### config.mk
export PLATFORM = sky130hd
export DESIGN_NAME = adc_conversion_sequencer
export DESIGN_NICKNAME = d
export VERILOG_FILES = /design/src/hdl/conv_clock_gen.v /design/src/hdl/result_store.v /design/src/hdl/adc_conversion_sequencer.v
export VERILOG_INCLUDE_DIRS = /design/src /design/src/common
export SDC_FILE = /design/constraint.sdc
export NUM_CORES = 1
export LEC_CHECK = 0
export ABC_AREA = 1
export BUFFER_PORTS_ARGS = -buffer_cell sky130_fd_sc_hd__buf_4
export CAP_MARGIN = 10
export CORE_ASPECT_RATIO = 0.7
export CORE_MARGIN = 2
export CORE_UTILIZATION = 40
export CTS_CLUSTER_SIZE = 30
export DETAILED_ROUTE_END_ITERATION = 6
export PLACE_DENSITY = 0.68
export SYNTH_ARGS = -nofsm -noshare
export SYNTH_HDL_FRONTEND = slang
export SYNTH_HIERARCHICAL = 1
export SYNTH_SLANG_ARGS = --single-unit
### constraint.sdc
create_clock -name clk_sys_in -period 4.7 [get_ports clk_sys_in]
set_clock_uncertainty 0.2 [all_clocks]
set_input_delay 0.94 -clock clk_sys_in [delete_from_list [all_inputs] [get_ports clk_sys_in]]
set_output_delay 0.94 -clock clk_sys_in [all_outputs]
set_load 0.01 [all_outputs]
### src/common/converter_defines.vh
`ifndef CONVERTER_DEFINES_VH
`define CONVERTER_DEFINES_VH
// ----------------------------------------
// register addresses (byte offsets)
// ----------------------------------------
`define ADDR_CTRL 8'h93
`define ADDR_RES_LO 8'h94
`define ADDR_RES_HI 8'h95
`define ADDR_CTRL_B 8'h96
`define ADDR_THRESH 8'h97
`define ADDR_IRQ 8'h98
// ----------------------------------------
// control register fields
// ----------------------------------------
`define CTRL_PD_BIT 7
`define CTRL_MODE_HI 5
`define CTRL_MODE_LO 4
`define CTRL_REF_BIT 3
`define CTRL_RUN_BIT 2
`define CTRL_SEL_HI 1
`define CTRL_SEL_LO 0
`define CTRL_RESET 8'h80
// control b: irq enable, irq flag, clock mode, divider
`define CTRLB_IE_BIT 7
`define CTRLB_IF_BIT 6
`define CTRLB_CLOCK_SOURCE_MODE_BIT 3
`define CTRLB_DIV_HI 2
`define CTRLB_DIV_LO 0
// shared irq register: enable bit 1, flag bit 0
`define IRQ_SIE_BIT 1
`define IRQ_SIF_BIT 0
// ----------------------------------------
// modes and selections
// ----------------------------------------
`define MODE_SINGLE 2'b00
`define MODE_CONT 2'b01
`define MODE_STOP 2'b10
`define MODE_RESET 2'b11
`define SEL_FIRST 2'h0
`define SEL_SECOND 2'h1
`define SEL_THIRD 2'h2
`define SEL_EXTREF 2'h3
// ----------------------------------------
// timing
// ----------------------------------------
`define CONV_CYCLES 4'd11
`define RESULT_MAX 10'h3ff
`define SYSRST_CYCLES 8'h10
`endif

### src/hdl/conv_clock_gen.v
`timescale 1ns/1ps
`include "converter_defines.vh"
// converter clock: synchronised 32 kHz edge or divided system clock, as tick
module conv_clock_gen #(
  parameter DIV_W = 3
) (
  input wire clk_sys_in,
  input wire nrst_in,
  input wire slow_clk_in,
  input wire clock_source_mode_in,
  input wire [DIV_W-1:0] converter_clock_divider_in,
  output reg tick_out,
  output reg half_out
);
  reg s1_q, s2_q, s3_q;
  reg [7:0] cnt_q;
  wire [7:0] limit;
  // divider: 2^(div+1) system clocks per converter clock
  assign limit = (8'h02 << converter_clock_divider_in) - 8'h01;
  // ----------------------------------------
  // synchronise slow clock, count divider
  // ----------------------------------------
  always @(posedge clk_sys_in) begin
    if (!nrst_in) begin
      s1_q <= 1'b0;
      s2_q <= 1'b0;
      s3_q <= 1'b0;
      cnt_q <= 8'h00;
      tick_out <= 1'b0;
      half_out <= 1'b0;
    end else begin
      s1_q <= slow_clk_in;
      s2_q <= s1_q;
      s3_q <= s2_q;
      if (clock_source_mode_in) begin
        tick_out <= s2_q & ~s3_q;
        half_out <= ~s2_q & s3_q;
        cnt_q <= 8'h00;
      end else begin
        cnt_q <= (cnt_q >= limit) ? 8'h00 : cnt_q + 8'h01;
        tick_out <= (cnt_q >= limit);
        half_out <= (cnt_q == (limit >> 1));
      end
    end
  end
endmodule // conv_clock_gen

### src/hdl/result_store.v
`timescale 1ns/1ps
`include "converter_defines.vh"
// result holder; deliberately ignores system reset so value survives it
module result_store (
  input wire clk_sys_in,
  input wire wr_in,
  input wire [9:0] data_in,
  input wire lo_rd_in,
  output reg [7:0] low_out,
  output reg [1:0] high_out
);
  reg [1:0] hi_raw_q;
  // ----------------------------------------
  // capture; high bits latched on low-byte read
  // ----------------------------------------
  always @(posedge clk_sys_in) begin
    if (wr_in) begin
      low_out <= data_in[7:0];
      hi_raw_q <= data_in[9:8];
    end
    if (lo_rd_in) begin
      high_out <= wr_in ? data_in[9:8] : hi_raw_q;
    end
  end
endmodule // result_store

### src/hdl/adc_conversion_sequencer.v
// The placing of the registers and the strobed register port were decided locally.
`timescale 1ns/1ps
`include "converter_defines.vh"
// How it works
// - result is unsigned 10 bits, 0 is 0 V, 1023 is reference.
// - input select picks one of three pins, or pin one with external reference.
// - reference bit picks supply or internal 1.25 V full scale.
// - each conversion lasts exactly 11 converter clocks.
// - clock mode 1 drives the converter from the 32 kHz clock.
// - clock mode 0 divides the system clock; software keeps it <= 250 kHz.
// - single mode: run bit starts one conversion, hardware clears it after.
// - outside reset mode, sample top 8 bits >= threshold sets shared and converter flags.
// - service request only when both enables are set.
// - multi modes start a new conversion every 11th converter clock.
// - clearing run in multi mode abandons conversion and stops.
// - continuous mode flags on match and keeps converting.
// - stopping mode flags on match, halts, clears run bit.
// - reset-generating mode asserts system reset instead of interrupt.
// - result registers keep contents through system reset.
// - input sampled for one half converter clock period per conversion.
// - mode field 00 single, 01 continuous, 10 stopping, 11 reset.
// - select 00/01/10 pins, 11 first pin with second as reference.
// - high result bits captured when low byte is read.
// - power-down bit resets to 1.
module adc_conversion_sequencer #(
  parameter DIV_W = 3
) (
  input wire clk_sys_in,
  input wire nrst_in,
  input wire [7:0] addr_in,
  input wire [7:0] wdata_in,
  input wire wr_in,
  input wire rd_in,
  output reg [7:0] rdata_out,
  input wire slow_clk_in,
  input wire [9:0] afe_result_in,
  output reg afe_power_down_out,
  output reg [1:0] afe_input_sel_out,
  output reg [1:0] afe_ref_sel_out,
  output reg afe_sample_out,
  output reg afe_convert_out,
  output reg irq_request_out,
  output reg system_reset_out
);
  // ----------------------------------------
  // state
  // ----------------------------------------
  localparam S_IDLE = 2'b01;
  localparam S_CONV = 2'b10;
  reg [1:0] state_q;
  reg pd_q, ref_q, run_q, sie_q, sif_q, cie_q, cif_q, clock_source_mode_q;
  reg [1:0] mode_q, sel_q;
  reg [DIV_W-1:0] div_q;
  reg [7:0] thresh_q;
  reg [3:0] cyc_q;
  reg [7:0] rst_cnt_q;
  reg [9:0] res_q;
  reg done_q;
  reg [9:0] sync1_q;
  // second stage: the front end word settles on its own timing, not ours
  reg [9:0] sync2_q;
  wire tick, half_tick, last_cycle, match, lo_rd, res_wr;
  // high for the one tick that opens a conversion, first or follow-on
  wire start_conv;
  // divider field as read back; the field is three bits wide
  wire [2:0] div_rd;
  wire [7:0] res_low;
  wire [1:0] res_high;
  wire [7:0] ctrl_rd, ctrlb_rd, irq_rd;
  // ----------------------------------------
  // converter clock and result holder
  // ----------------------------------------
  conv_clock_gen #(.DIV_W(DIV_W)) u_clk (
    .clk_sys_in(clk_sys_in),
    .nrst_in(nrst_in),
    .slow_clk_in(slow_clk_in),
    .clock_source_mode_in(clock_source_mode_q),
    .converter_clock_divider_in(div_q),
    .tick_out(tick),
    .half_out(half_tick)
  );
  assign lo_rd = rd_in && (addr_in == `ADDR_RES_LO);
  assign res_wr = done_q;
  result_store u_res (
    .clk_sys_in(clk_sys_in),
    .wr_in(res_wr),
    .data_in(res_q),
    .lo_rd_in(lo_rd),
    .low_out(res_low),
    .high_out(res_high)
  );
  // compare after the result write, on the stored sample
  assign match = done_q && (res_q[9:2] >= thresh_q);
  // the opening tick counts as cycle one, so the eleventh tick after it closes it
  assign last_cycle = tick && (cyc_q == `CONV_CYCLES);
  // a closing tick in a multi mode opens the next conversion at once
  assign start_conv = tick && run_q && !pd_q &&
    ((state_q == S_IDLE) ||
     ((state_q == S_CONV) && (cyc_q == `CONV_CYCLES) && (mode_q != `MODE_SINGLE)));
  // ----------------------------------------
  // read mux
  // ----------------------------------------
  assign ctrl_rd = {pd_q, 1'b0, mode_q, ref_q, run_q, sel_q};
  // divider read back through a fixed three-bit field
  assign div_rd = div_q[2:0];
  assign ctrlb_rd = {cie_q, cif_q, 2'b00, clock_source_mode_q, div_rd};
  assign irq_rd = {6'h00, sie_q, sif_q};
  always @(posedge clk_sys_in) begin
    if (!nrst_in) begin
      rdata_out <= 8'h00;
    end else if (rd_in) begin
      case (addr_in)
        `ADDR_CTRL: rdata_out <= ctrl_rd;
        `ADDR_RES_LO: rdata_out <= res_low;
        `ADDR_RES_HI: rdata_out <= {6'h00, lo_rd ? res_q[9:8] : res_high};
        `ADDR_CTRL_B: rdata_out <= ctrlb_rd;
        `ADDR_THRESH: rdata_out <= thresh_q;
        `ADDR_IRQ: rdata_out <= irq_rd;
        default: rdata_out <= 8'h00; // unmapped reads zero
      endcase
    end else begin
      rdata_out <= 8'h00;
    end
  end
  // ----------------------------------------
  // registers, sequencer, flags
  // ----------------------------------------
  always @(posedge clk_sys_in) begin
    if (!nrst_in) begin
      pd_q <= 1'b1;
      mode_q <= `MODE_SINGLE;
      ref_q <= 1'b0;
      run_q <= 1'b0;
      sel_q <= `SEL_FIRST;
      cie_q <= 1'b0;
      cif_q <= 1'b0;
      sie_q <= 1'b0;
      sif_q <= 1'b0;
      clock_source_mode_q <= 1'b0;
      div_q <= {DIV_W{1'b0}};
      thresh_q <= 8'h00;
      state_q <= S_IDLE;
      cyc_q <= 4'd0;
      done_q <= 1'b0;
      res_q <= 10'h000;
      sync1_q <= 10'h000;
      sync2_q <= 10'h000;
    end else begin
      done_q <= 1'b0;
      // analog result crosses from the front end, two stages
      sync1_q <= afe_result_in;
      sync2_q <= sync1_q;
      // software writes; hardware sets below take priority
      if (wr_in) begin
        case (addr_in)
          `ADDR_CTRL: begin
            pd_q <= wdata_in[`CTRL_PD_BIT];
            mode_q <= wdata_in[`CTRL_MODE_HI:`CTRL_MODE_LO];
            ref_q <= wdata_in[`CTRL_REF_BIT];
            run_q <= wdata_in[`CTRL_RUN_BIT];
            sel_q <= wdata_in[`CTRL_SEL_HI:`CTRL_SEL_LO];
          end
          `ADDR_CTRL_B: begin
            cie_q <= wdata_in[`CTRLB_IE_BIT];
            cif_q <= wdata_in[`CTRLB_IF_BIT];
            clock_source_mode_q <= wdata_in[`CTRLB_CLOCK_SOURCE_MODE_BIT];
            div_q <= wdata_in[DIV_W-1:0];
          end
          `ADDR_THRESH: thresh_q <= wdata_in;
          `ADDR_IRQ: begin
            sie_q <= wdata_in[`IRQ_SIE_BIT];
            sif_q <= wdata_in[`IRQ_SIF_BIT];
          end
          default: ;
        endcase
      end
      // sequencer; software keeps power-up wait before run
      case (state_q)
        S_IDLE: begin
          cyc_q <= 4'd0;
          if (run_q && !pd_q && tick) begin
            state_q <= S_CONV;
            cyc_q <= 4'd1;
          end
        end
        S_CONV: begin
          if (!run_q || pd_q) begin
            state_q <= S_IDLE;
            cyc_q <= 4'd0;
          end else if (last_cycle) begin
            res_q <= sync2_q;
            done_q <= 1'b1;
            // in multi modes the closing tick is cycle one of the next conversion; single mode goes back to 0
            cyc_q <= (mode_q == `MODE_SINGLE) ? 4'd0 : 4'd1;
            if (mode_q == `MODE_SINGLE) begin
              run_q <= 1'b0;
              state_q <= S_IDLE;
            end
          end else if (tick) begin
            cyc_q <= cyc_q + 4'd1;
          end
        end
        default: state_q <= S_IDLE;
      endcase
      // threshold action by mode; set wins over a same-cycle clear
      if (match) begin
        if (mode_q != `MODE_RESET) begin
          sif_q <= 1'b1;
          cif_q <= 1'b1;
        end
        if (mode_q == `MODE_STOP) begin
          run_q <= 1'b0;
          state_q <= S_IDLE;
        end
      end
    end
  end
  // ----------------------------------------
  // system reset pulse, front end and irq outputs
  // ----------------------------------------
  always @(posedge clk_sys_in) begin
    if (!nrst_in) begin
      rst_cnt_q <= 8'h00;
      system_reset_out <= 1'b0;
      irq_request_out <= 1'b0;
      afe_power_down_out <= 1'b1;
      afe_input_sel_out <= `SEL_FIRST;
      afe_ref_sel_out <= 2'b00;
      afe_sample_out <= 1'b0;
      afe_convert_out <= 1'b0;
    end else begin
      if (match && mode_q == `MODE_RESET)
        rst_cnt_q <= `SYSRST_CYCLES;
      else if (rst_cnt_q != 8'h00)
        rst_cnt_q <= rst_cnt_q - 8'h01;
      system_reset_out <= (rst_cnt_q != 8'h00);
      irq_request_out <= sif_q && sie_q && cif_q && cie_q;
      afe_power_down_out <= pd_q;
      // select 11 is first pin with second as reference
      afe_input_sel_out <= (sel_q == `SEL_EXTREF) ? `SEL_FIRST : sel_q;
      // ref code: 00 supply, 01 internal, 10 external pin
      afe_ref_sel_out <= (sel_q == `SEL_EXTREF) ? 2'b10 : {1'b0, ref_q};
      // sample during the first half clock of each conversion
      // opened by the starting tick, closed by the half tick after it
      // follow-on conversions keep busy high, so busy cannot gate this
      if (start_conv)
        afe_sample_out <= 1'b1;
      else if (half_tick || state_q != S_CONV)
        afe_sample_out <= 1'b0;
      afe_convert_out <= (state_q == S_CONV);
    end
  end
endmodule // adc_conversion_sequencer

* After elaboration in Yosys (flattened, before gate mapping)
Index checks and enable logic that the tools add are counted.
** Word-level totals
- Flip-flop bits (word level) :: 110
- Bits in latches :: 0
- Bits in writable memories :: 0
- Bits in read-only memories :: 0
- Input bits :: 31
- Output and inout port bits :: 17
- Word-level logic and storage cells :: 144
- Memories kept :: 0
** Operators by class
- Add/sub/neg operators :: 4
- Multipliers :: 0
- Div/mod/pow operators :: 0
- Magnitude comparators :: 2
- Equality and inequality tests :: 16
- Shift-type cells :: 1
- Muxes and demuxes :: 40
- Bitwise operators :: 7
- Reductions and logical operators :: 36
** Operator list (number)
- $eq A8 B8 Y1 const B :: 6
- $pmux W8 S6 :: 1
- $mux W1 :: 23
- $mux W2 :: 9
- $ge A8 B8 Y1 :: 2
- $sub A8 B1 Y8 const B :: 2
- $logic_and A1 B1 Y1 :: 14
- $mux W4 :: 3
- $reduce_and A2 Y1 :: 6
- $mux W5 :: 2
- $add A8 B1 Y8 const B :: 1
- $eq A2 B2 Y1 const B :: 4
- $eq A8 B7 Y1 :: 1
- $pmux W4 S2 :: 1
- $reduce_bool A2 Y1 :: 4
- $reduce_bool A8 Y1 :: 1
- $shl A2 B3 Y8 const A :: 1
- $reduce_or A3 Y1 :: 2
- $not A1 Y1 :: 5
- $add A4 B1 Y4 const B :: 1
- $eq A4 B4 Y1 const B :: 1
- $ne A2 B2 Y1 const B :: 2
- $ne A4 B2 Y1 const B :: 1
- $pmux W2 S2 :: 1
- other kinds (7) :: 12

* Depth between registers and ports, before layout
Gate-level depths: netlist (run 1).
- Word-level depth :: 9
- Gate-level depth with buffers :: 12
- Depth with buffers taken out :: 12

* Cells and area by module
The synthesis (run 1) kept the hierarchy.
** Modules (own cells, without submodules)
- adc_conversion_sequencer :: instances 1, cells each 506, area each 3694.8 um^2, sequential area each 1701.6 um^2
- conv_clock_gen :: instances 1, cells each 116, area each 809.5 um^2, sequential area each 260.2 um^2
- result_store :: instances 1, cells each 19, area each 366.6 um^2, sequential area each 340.3 um^2

* Least setup slack after synthesis (run 1)
No wires, ideal clock.
- Kind :: in2reg
- Start :: in addr_in[6]
- End :: reg thresh_q[0]
- Library setup time :: 0.119 ns
- Data arrival time :: 1.855 ns
- Required time :: 4.381 ns
- Path slack :: 2.526 ns
- Cell stages on the path :: 9
- Path buffers :: 1
- Cells stage by stage :: inv_1 > nand2_1 > nor2_4 > nand2_1 > buf_4 > nor2_2 > nand2_1 > o21ai_0 > a21oi_1
** On the way
- Cells in the longest elaborated chain, start to end :: 2
** RTL lines
- start, declared :: line adc_conversion_sequencer.v:30 : input wire [7:0] addr_in,
- $eq A8 B8 Y1 :: line adc_conversion_sequencer.v:155 : case (addr_in)
- $reduce_and A2 Y1 (no source line)
- end signal, assigned :: line adc_conversion_sequencer.v:169 : `ADDR_THRESH: thresh_q <= wdata_in;
- end, declared :: line adc_conversion_sequencer.v:54 : reg [7:0] thresh_q;
Every way passes these cells.
A chain may end at the register's enable or synchronous reset.

* Worst setup path after layout (run 1)
- Start :: in nrst_in
- End :: reg rst_cnt_q[3]
** On the way
- Cells in the longest elaborated chain, start to end :: 2
** RTL lines
- start, declared :: line adc_conversion_sequencer.v:29 : input wire nrst_in,
- $not A1 Y1 (no source line)
- $reduce_or A2 Y1 (no source line)
- end signal, assigned :: line adc_conversion_sequencer.v:233 : rst_cnt_q <= `SYSRST_CYCLES;
- end signal, assigned :: line adc_conversion_sequencer.v:235 : rst_cnt_q <= rst_cnt_q - 8'h01;
- end, declared :: line adc_conversion_sequencer.v:56 : reg [7:0] rst_cnt_q;
Every way passes these cells.

==> flow_metrics.tcl, run 1 <==
set metrics [dict create \
    p_comb_share_pct 15.7 \
    synth_edf_count 10 \
    wirelength_um 11200 \
    ys_types 37 \
    antenna_cells 0 \
    fp.dieH_um 96.3 \
    fin_crit_ns 2.33 \
    htreeDepth 3 \
    drive_above_1_share_pct 12.3 \
    place_congestion 0.919 \
    synth_nets 692 \
    power.leakage_nw 2.64 \
    critical_path_required_ns 4.79 \
    cp-end-kind "flop" \
    clk_latency_ns 0.35 \
    postCtsSetupRepairBufs 0 \
    clockRootBuffer "clkbuf_16" \
    synth_cells 641 \
    cp-start-kind "primary input" \
    r2r_slack_ns 2.40 \
    grt_pass1_vias 3758 \
    hpwlAfterDp_um 8470 \
    async_flop_share_pct 0 \
    power_density_nw_per_um2 369 \
    clk_pin_slew_ns 0.07 \
    first_pass_iters 4 \
    fin_nets 736 \
    tns_ns 0 \
    final.period_utilization_pct 49.5 \
    rsz0062_at_grt "no" \
    cts_made_buffers 9 \
    ioPinCount 48 \
    path_class "in -> reg" \
    arrival_ns 2.42 \
    drv_cap 0 \
    slew_headroom_pct 57.9 \
    synth_area_per_cell_um2 7.60 \
    vias_per_cell 4.76 \
    cts.sinks 110 \
    ir_drop_mv 0.205 \
    drv_slew 0 \
    cts_resized 0 \
    ys_warn_count 6 \
    ant_nets 0 \
    initial_core_util_pct 41.2 \
    die_area_um2 13100 \
    hold_depth 2 \
    p_int_w 0.00150 \
    min_path_type "reg -> reg" \
    overflow 0 \
    drc_errors 0 \
    drt_iter0_drc 260 \
    antenna_found_initial 0 \
    switchingPower_w 0.000566 \
    std_cell_rows 33 \
    ff2ff_path_depth 11 \
    port_buffers 47 \
    core_area_um2 11800 \
    synth-main-ff-cell "dfxtp_1" \
    worst_pin_slew_ns 0.632 \
    die_width_um 136 \
    cts_hold_buf 0 \
    status "completed" \
    hold_viol 0 \
    power.share.sequential_pct 50.6 \
    fillers 1162 \
    grt_use_total_pct 18.3 \
    setup_viol 0 \
    switching_share_pct 27.4 \
    vias 4033 \
    final_util_pct 47.4 \
    ctsLongestPathBuffers 2 \
    pwr-share-clk_pct 33.7 \
    ys_ff_latch 110 \
    cts_tree "done" \
    fmax_ghz 0.430 \
    grt_max_degree 66 \
    wl_per_cell_um 13.2 \
    synth_area_um2 4870 \
    grt_pass1_wl_um 18300 \
    worstPathMaxFanout 65 \
    synth_seq_area_share_pct 47.3 \
    area_delta_synth_final_pct 15.0 \
]
-- flip-flops by register name, summed over array words and instances, names as in the netlist, 2 cells and up --
| name | count |
|---|---|
| res_q | 10 |
| sync1_q | 10 |
| sync2_q | 10 |
| rdata_out | 8 |
| rst_cnt_q | 8 |
| thresh_q | 8 |
| u_clk/cnt_q | 8 |
| u_res/low_out | 8 |
| cyc_q | 4 |
| div_q | 3 |
| afe_input_sel_out | 2 |
| afe_ref_sel_out | 2 |
| mode_q | 2 |
| sel_q | 2 |
| state_q | 2 |
| u_res/hi_raw_q | 2 |
| u_res/high_out | 2 |
-- through the flow --
step                      hold WS, ns  cell area [um^2]  cells  total power [W]  setup slack, ns
after floorplan                 0.190              4870    641          0.00131             2.53
after global placement          0.198              5340    831          0.00139             2.14
after detailed placement        0.196              5340    831          0.00139             2.02
after CTS                       0.213              5600    847          0.00209             2.40
after global routing            0.235              5600    847          0.00218             2.15
final                           0.211              5600    847          0.00207             2.37
-- final timing paths --
kind / start / to
hold reg to reg: sync1_q[7]$_SDFF_PN0_ / sync2_q[7]$_SDFF_PN0_
setup reg to reg: state_q[0]$_SDFF_PN1_ / run_q$_SDFF_PN0_
hold / removal: sync1_q[7]$_SDFF_PN0_ / sync2_q[7]$_SDFF_PN0_
setup / recovery: nrst_in / rst_cnt_q[3]$_SDFFE_PP0P_
-- power groups by stage --
stage          combinational (W)  sequential [W]  clock (W)
6_report                0.000325         0.00105   0.000695
2_1_floorplan           0.000249         0.00106          0
3_3_place_gp            0.000319         0.00107          0
5_1_grt                 0.000376         0.00105   0.000750
3_5_place_dp            0.000327         0.00107          0
4_1_cts                 0.000328         0.00105   0.000714
-- final cells by class --
cell class,instances,area (um^2),area share (%)
inverters,108,405,7.24
flip-flops and latches,110,2300,41.1
clock inverters,7,38.8,0.693
multi-input cells,409,2080,37.1
well taps,157,196,3.51
repair buffers,47,353,6.30
clock buffers,9,225,4.02
-- critical path, stage by stage --
cell and delay [ns]:
buf_4 0.47, inv_1 0.40, nor2_1 0.37, nand3_1 0.12, inv_1 0.06
-- layer usage --
layer / global-route usage (%) / routed length (um)
met1: 25.1 / 5570
met3: 5.79 / 812
met4: 5.38 / 122
met5: 0 / 0
met2: 27.7 / 4670
-- synth_stat cells (6+ instances only) --
cell type,count,area share (%)
nand2_1,135,10
inv_1,104,8.0
dfxtp_1,100,41
nor2_1,77,5.9
nand3_1,42,4.3
a21oi_1,38,3.9
o21ai_0,31,3.2
ha_1,20,5.1
nor3_1,13,1.3
edfxtp_1,10,6.2
nand2_2,7,0.90
xor2_1,7,1.3
clkbuf_1,6,0.46
nand4_1,6,0.77
nor2_2,6,0.77
-- cells in the final DEF (no fill, tap or decap), drive strengths merged, types with 4 or more instances in the layout --
cell,synthesis,final
dfxtp,100,100
clkinv,1,6
a21oi,39,39
nand3b,4,4
o21ai,37,37
xor2,7,7
nor2,85,85
buf,7,47
nor3,13,13
ha,20,20
nand4,8,8
clkbuf,7,9
nand3,42,42
xnor2,5,5
edfxtp,10,10
nand2,143,143
inv,107,109
-- cells by family (layout without fill, tap and decap cells) --
group,count (synthesis),count (layout),share of synthesized area (%)
xor gates and xnor gates,12,12,2.16
and+or+nand+nor,297,297,26.8
AOI/OAI and AO/OA,80,80,8.63
adders and majority gates,20,20,5.14
DFF,110,110,47.3
buffers and inverters,122,171,10.0
Note: power is estimated with default switching activity, not from simulation.
==> run 2: changes to the inputs <==
--- a/config.mk
+++ b/config.mk
@@ -14,7 +14,7 @@
 export CORE_UTILIZATION = 40
 export CTS_CLUSTER_SIZE = 30
 export DETAILED_ROUTE_END_ITERATION = 6
-export PLACE_DENSITY = 0.68
+export PLACE_DENSITY = 0.7
 export SYNTH_ARGS = -nofsm -noshare
 export SYNTH_HDL_FRONTEND = slang
 export SYNTH_HIERARCHICAL = 1
==> constraint.sdc (replaced) <==
create_clock -name clk_sys_in -period 2.1 [get_ports clk_sys_in]
set_clock_uncertainty 0.2 [all_clocks]
set_input_delay 0.42 -clock clk_sys_in [delete_from_list [all_inputs] [get_ports clk_sys_in]]
set_output_delay 0.42 -clock clk_sys_in [all_outputs]
set_load 0.01 [all_outputs]
==> flow_metrics.tcl, run 2 (synthesis gave the netlist of run 1 again) <==
set metrics [dict create \
    clk_latency_ns 0.35 \
    port_buffers 47 \
    clockRootBuffer "clkbuf_16" \
    htreeDepth 3 \
    vias_per_cell 4.78 \
    r2r-end "u_clk/cnt_q[6]$_SDFF_PP0_" \
    cts_tree "done" \
    die_width_um 136 \
    drv_cap 0 \
    ir_drop_mv 0.441 \
    worstPathMaxFanout 8 \
    tns_ns 0 \
    grt_use_total_pct 18.6 \
    hold_viol 0 \
    area_delta_synth_final_pct 17.5 \
    postCtsSetupRepairBufs 0 \
    hpwlAfterDp_um 8740 \
    area.sequential_um2 2300 \
    final.period_utilization_pct 91.4 \
    fin_crit_ns 1.92 \
    fmax_ghz 0.521 \
    cts_made_buffers 9 \
    ctsLongestPathBuffers 2 \
    drive_above_1_share_pct 14.3 \
    ant_nets 0 \
    cts.sinks 110 \
    drt_iter0_drc 269 \
    fillers 1194 \
    grt_pass1_vias 3961 \
    status "completed" \
    final_common_cell "nand2_1" \
    hold_depth 3 \
    power.leakage_nw 2.69 \
    final_cell_mix "nand2_1 (135), inv_1 (104), dfxtp_1 (98)" \
    r2r_start "div_q[0]$_SDFFE_PN0P_" \
    min_path_type "in -> reg" \
    grt_max_degree 48 \
    cp-end-kind "flop" \
    worst_pin_slew_ns 0.382 \
    antenna_cells 0 \
    path_class "reg -> reg" \
    overflow 0 \
    total_power_w 0.00483 \
    initial_core_util_pct 41.2 \
    std_cell_rows 33 \
    vias 4084 \
    arrival_ns 2.00 \
    first_pass_iters 5 \
    antenna_found_initial 0 \
    grt_pass1_wl_um 18700 \
    fin_nets 743 \
    final_util_pct 48.5 \
    cts_hold_buf 0 \
    fin_area_um2 5720 \
    core_area_um2 11800 \
    setup_viol 0 \
    place_congestion 0.928 \
    clk_pin_slew_ns 0.07 \
    multi_input_area_um2 2090 \
    wirelength_um 11200 \
    cp-start-kind "flop" \
    rsz0062_at_grt "no" \
    slew_headroom_pct 74.5 \
    reg_top3 "res_q x10, sync1_q x10, sync2_q x10" \
    critical_path_required_ns 2.18 \
    die_area_um2 13100 \
    drv_slew 0 \
    hold_end "sync1_q[1]$_SDFF_PN0_" \
    cts_resized 0 \
    hold_start "afe_result_in[1]" \
    wl_per_cell_um 13.1 \
    ff2ff_path_depth 9 \
    fp.dieH_um 96.3 \
    power_density_nw_per_um2 844 \
    ioPinCount 48 \
    placedInstanceArea_um2 5400 \
    r2r_slack_ns 0.18 \
    drc_errors 0 \
]
[run 2: worst max path at each step]
stage                                      from                         to  slack, ns
after floorplan           div_q[2]$_SDFFE_PN0P_  u_clk/cnt_q[0]$_SDFF_PP0_       0.34
after global placement    div_q[1]$_SDFFE_PN0P_  u_clk/cnt_q[7]$_SDFF_PP0_       0.09
after detailed placement  div_q[1]$_SDFFE_PN0P_  u_clk/cnt_q[6]$_SDFF_PP0_       0.04
after CTS                 div_q[1]$_SDFFE_PN0P_  u_clk/cnt_q[6]$_SDFF_PP0_       0.02
after global routing      div_q[2]$_SDFFE_PN0P_  u_clk/cnt_q[6]$_SDFF_PP0_      0.002
final                     div_q[0]$_SDFFE_PN0P_  u_clk/cnt_q[6]$_SDFF_PP0_       0.18
[run 2: routing by layer]
layer	up-vias	GRT usage [%]	part of all wire, %
met5	-	0	0
met4	0	4.60	0.94
met3	10	5.63	8.8
met2	111	28.8	42
met1	1848	25.3	48
li1	2115	-	-
[run 2: worst max-delay path: stages, from the launching register on]
cell     delay [ns]
dfxtp_1        0.41
inv_1          0.12
nand2_2        0.09
nand2_2        0.06
ha_1           0.30
a21oi_1        0.14
o21ai_1        0.10
nand3_1        0.11
nand3_2        0.17
nor2_1         0.14
[run 2: final cells by class]
cell class | count | area share (%)
sequential | 110 | 40.3
multi-input combinational | 409 | 36.5
timing repair buffer | 54 | 7.30
inverter | 108 | 7.15
clock buffer | 9 | 3.94
tap | 157 | 3.43
clock inverter | 7 | 1.40
[run 2: metrics by stage]
step                hold slack (ns)  cells  setup WS, ns
global placement              0.197    838        0.0873
floorplan                     0.190    641         0.337
CTS                          0.0436    854        0.0176
finish                       0.0519    854         0.180
detailed placement            0.202    838        0.0351
global route                 0.0414    854       0.00205
[run 2: where the power goes]
group	internal [W]	switching [W]	leakage [nW]
combinational	0.000325	0.000442	1.64
sequential	0.00225	0.0000967	0.912
clock	0.000940	0.000783	0.143
==> run 3: changes to the inputs <==
--- a/config.mk
+++ b/config.mk
@@ -15,6 +15,7 @@
 export CTS_CLUSTER_SIZE = 30
 export DETAILED_ROUTE_END_ITERATION = 6
 export PLACE_DENSITY = 0.7
+export RECOVER_POWER = 100
 export SYNTH_ARGS = -nofsm -noshare
 export SYNTH_HDL_FRONTEND = slang
 export SYNTH_HIERARCHICAL = 1
==> flow_metrics.tcl, run 3 (synthesis gave the netlist of run 1 again) <==
set metrics [dict create \
    area_delta_synth_final_pct 15.1 \
    r2r-end "u_clk/cnt_q[6]$_SDFF_PP0_" \
    ctsLongestPathBuffers 2 \
    ff2ff_path_depth 9 \
    fmax_ghz 0.520 \
    pwr-share-clk_pct 35.7 \
    crit_start "div_q[0]$_SDFFE_PN0P_" \
    switchingPower_w 0.00132 \
    fin_crit_ns 1.92 \
    drive_above_1_share_pct 10.9 \
    drt_iter0_drc 325 \
    setup_viol 0 \
    drv_slew 0 \
    core_area_um2 11800 \
    grt_use_total_pct 18.6 \
    fillers 1220 \
    std_cell_rows 33 \
    path_class "reg -> reg" \
    cts.sinks 110 \
    drv_cap 0 \
    placedInstanceArea_um2 5400 \
    ant_nets 0 \
    cp-start-kind "flop" \
    status "completed" \
    grt_pass1_vias 3961 \
    reg_top3 "res_q x10, sync1_q x10, sync2_q x10" \
    overflow 0 \
    switching_share_pct 27.3 \
    wirelength_um 11200 \
    cts_hold_buf 0 \
    postCtsSetupRepairBufs 0 \
    final.period_utilization_pct 91.5 \
    tns_ns 0 \
    die_width_um 136 \
    slew_headroom_pct 50.3 \
    min_path_type "in -> reg" \
    vias 4086 \
    worstPathMaxFanout 8 \
    worst_pin_slew_ns 0.746 \
    fin_nets 743 \
    place_congestion 0.928 \
    clockRootBuffer "clkbuf_16" \
    grt_max_degree 48 \
    port_buffers 47 \
    cp-endpoint "u_clk/cnt_q[6]$_SDFF_PP0_" \
    rsz0062_at_grt "no" \
    final_common_cell "nand2_1" \
    fin_area_um2 5610 \
    initial_core_util_pct 41.2 \
    antenna_found_initial 0 \
    r2r_start "div_q[0]$_SDFFE_PN0P_" \
    hpwlAfterDp_um 8740 \
    wl_per_cell_um 13.1 \
    grt_pass1_wl_um 18700 \
    arrival_ns 2.00 \
    cts_tree "done" \
    hold_viol 0 \
    cp-end-kind "flop" \
    drc_errors 0 \
    power.share.sequential_pct 48.6 \
    ioPinCount 48 \
    htreeDepth 3 \
    clk_pin_slew_ns 0.07 \
    power_density_nw_per_um2 859 \
    p_comb_share_pct 15.6 \
    cts_resized 0 \
    hold_start "afe_result_in[1]" \
    p_int_w 0.00350 \
    power.leakage_nw 2.59 \
    antenna_cells 0 \
    clk_latency_ns 0.35 \
    critical_path_required_ns 2.18 \
    die_area_um2 13100 \
    cts_made_buffers 9 \
    final_cell_mix "nand2_1 (135), inv_1 (104), dfxtp_1 (98)" \
    fp.dieH_um 96.3 \
    ir_drop_mv 0.442 \
    first_pass_iters 5 \
    r2r_slack_ns 0.18 \
    vias_per_cell 4.78 \
]
run 3: changes by cell type in the layout (fill, tap and decap cells not counted), sizes merged:
| cell | before | now |
|---|---|---|
| buf | 54 | 32 |
| clkbuf | 9 | 31 |
run 3: metrics by stage:
stage	worst slack, ns	hold slack, ns	std cells	power (W)	util [%]
finish	0.178	0.0528	854	0.00482	47.5
global route	0.00251	0.0414	854	0.00507	47.5
CTS	0.0176	0.0436	854	0.00486	48.3
detailed placement	0.0351	0.202	838	0.00315	45.7
global placement	0.0873	0.197	838	0.00311	45.7
floorplan	0.337	0.190	641	0.00292	-
run 3: worst min path at each step:
stage / depth (start not counted) / endpoint
global route: 3 / sync1_q[9]$_SDFF_PN0_
finish: 3 / sync1_q[1]$_SDFF_PN0_
CTS: 3 / sync1_q[9]$_SDFF_PN0_
global placement: 2 / sync2_q[3]$_SDFF_PN0_
floorplan: 2 / u_clk/s2_q$_SDFF_PN0_
detailed placement: 2 / sync2_q[5]$_SDFF_PN0_
run 3: final cells by class:
cell class / count / area, um^2 / area share, %
clock buffers: 9 / 225 / 4.02
clock inverters: 7 / 80.1 / 1.43
inverters: 108 / 409 / 7.30
multi-input cells: 409 / 2060 / 36.8
flip-flops and latches: 110 / 2300 / 41.1
well taps: 157 / 196 / 3.50
repair buffers: 54 / 328 / 5.85
run 3: critical path, stage by stage (launching register included):
cell and delay [ns]:
dfxtp_1 0.42, inv_1 0.13, nand2_2 0.09, nand2_2 0.06, ha_1 0.30, a21oi_1 0.14
o21ai_1 0.10, nand3_1 0.11, nand3_2 0.17, nor2_1 0.14
run 3: layer usage:
metal	routed length (um)	track usage, %	vias up	share of wire [%]
met5	0	0	-	0
met4	105	4.60	0	0.94
met3	835	5.63	10	7.5
met2	4690	28.8	105	42
met1	5570	25.3	1855	50
li1	-	-	2116	-
run 3: power by group through the flow:
stage,registers (W),logic (W),clock network (W)
floorplan,0.00237,0.000558,0
global placement,0.00239,0.000719,0
detailed placement,0.00239,0.000757,0
CTS,0.00234,0.000758,0.00176
global route,0.00236,0.000861,0.00185
finish,0.00234,0.000752,0.00172
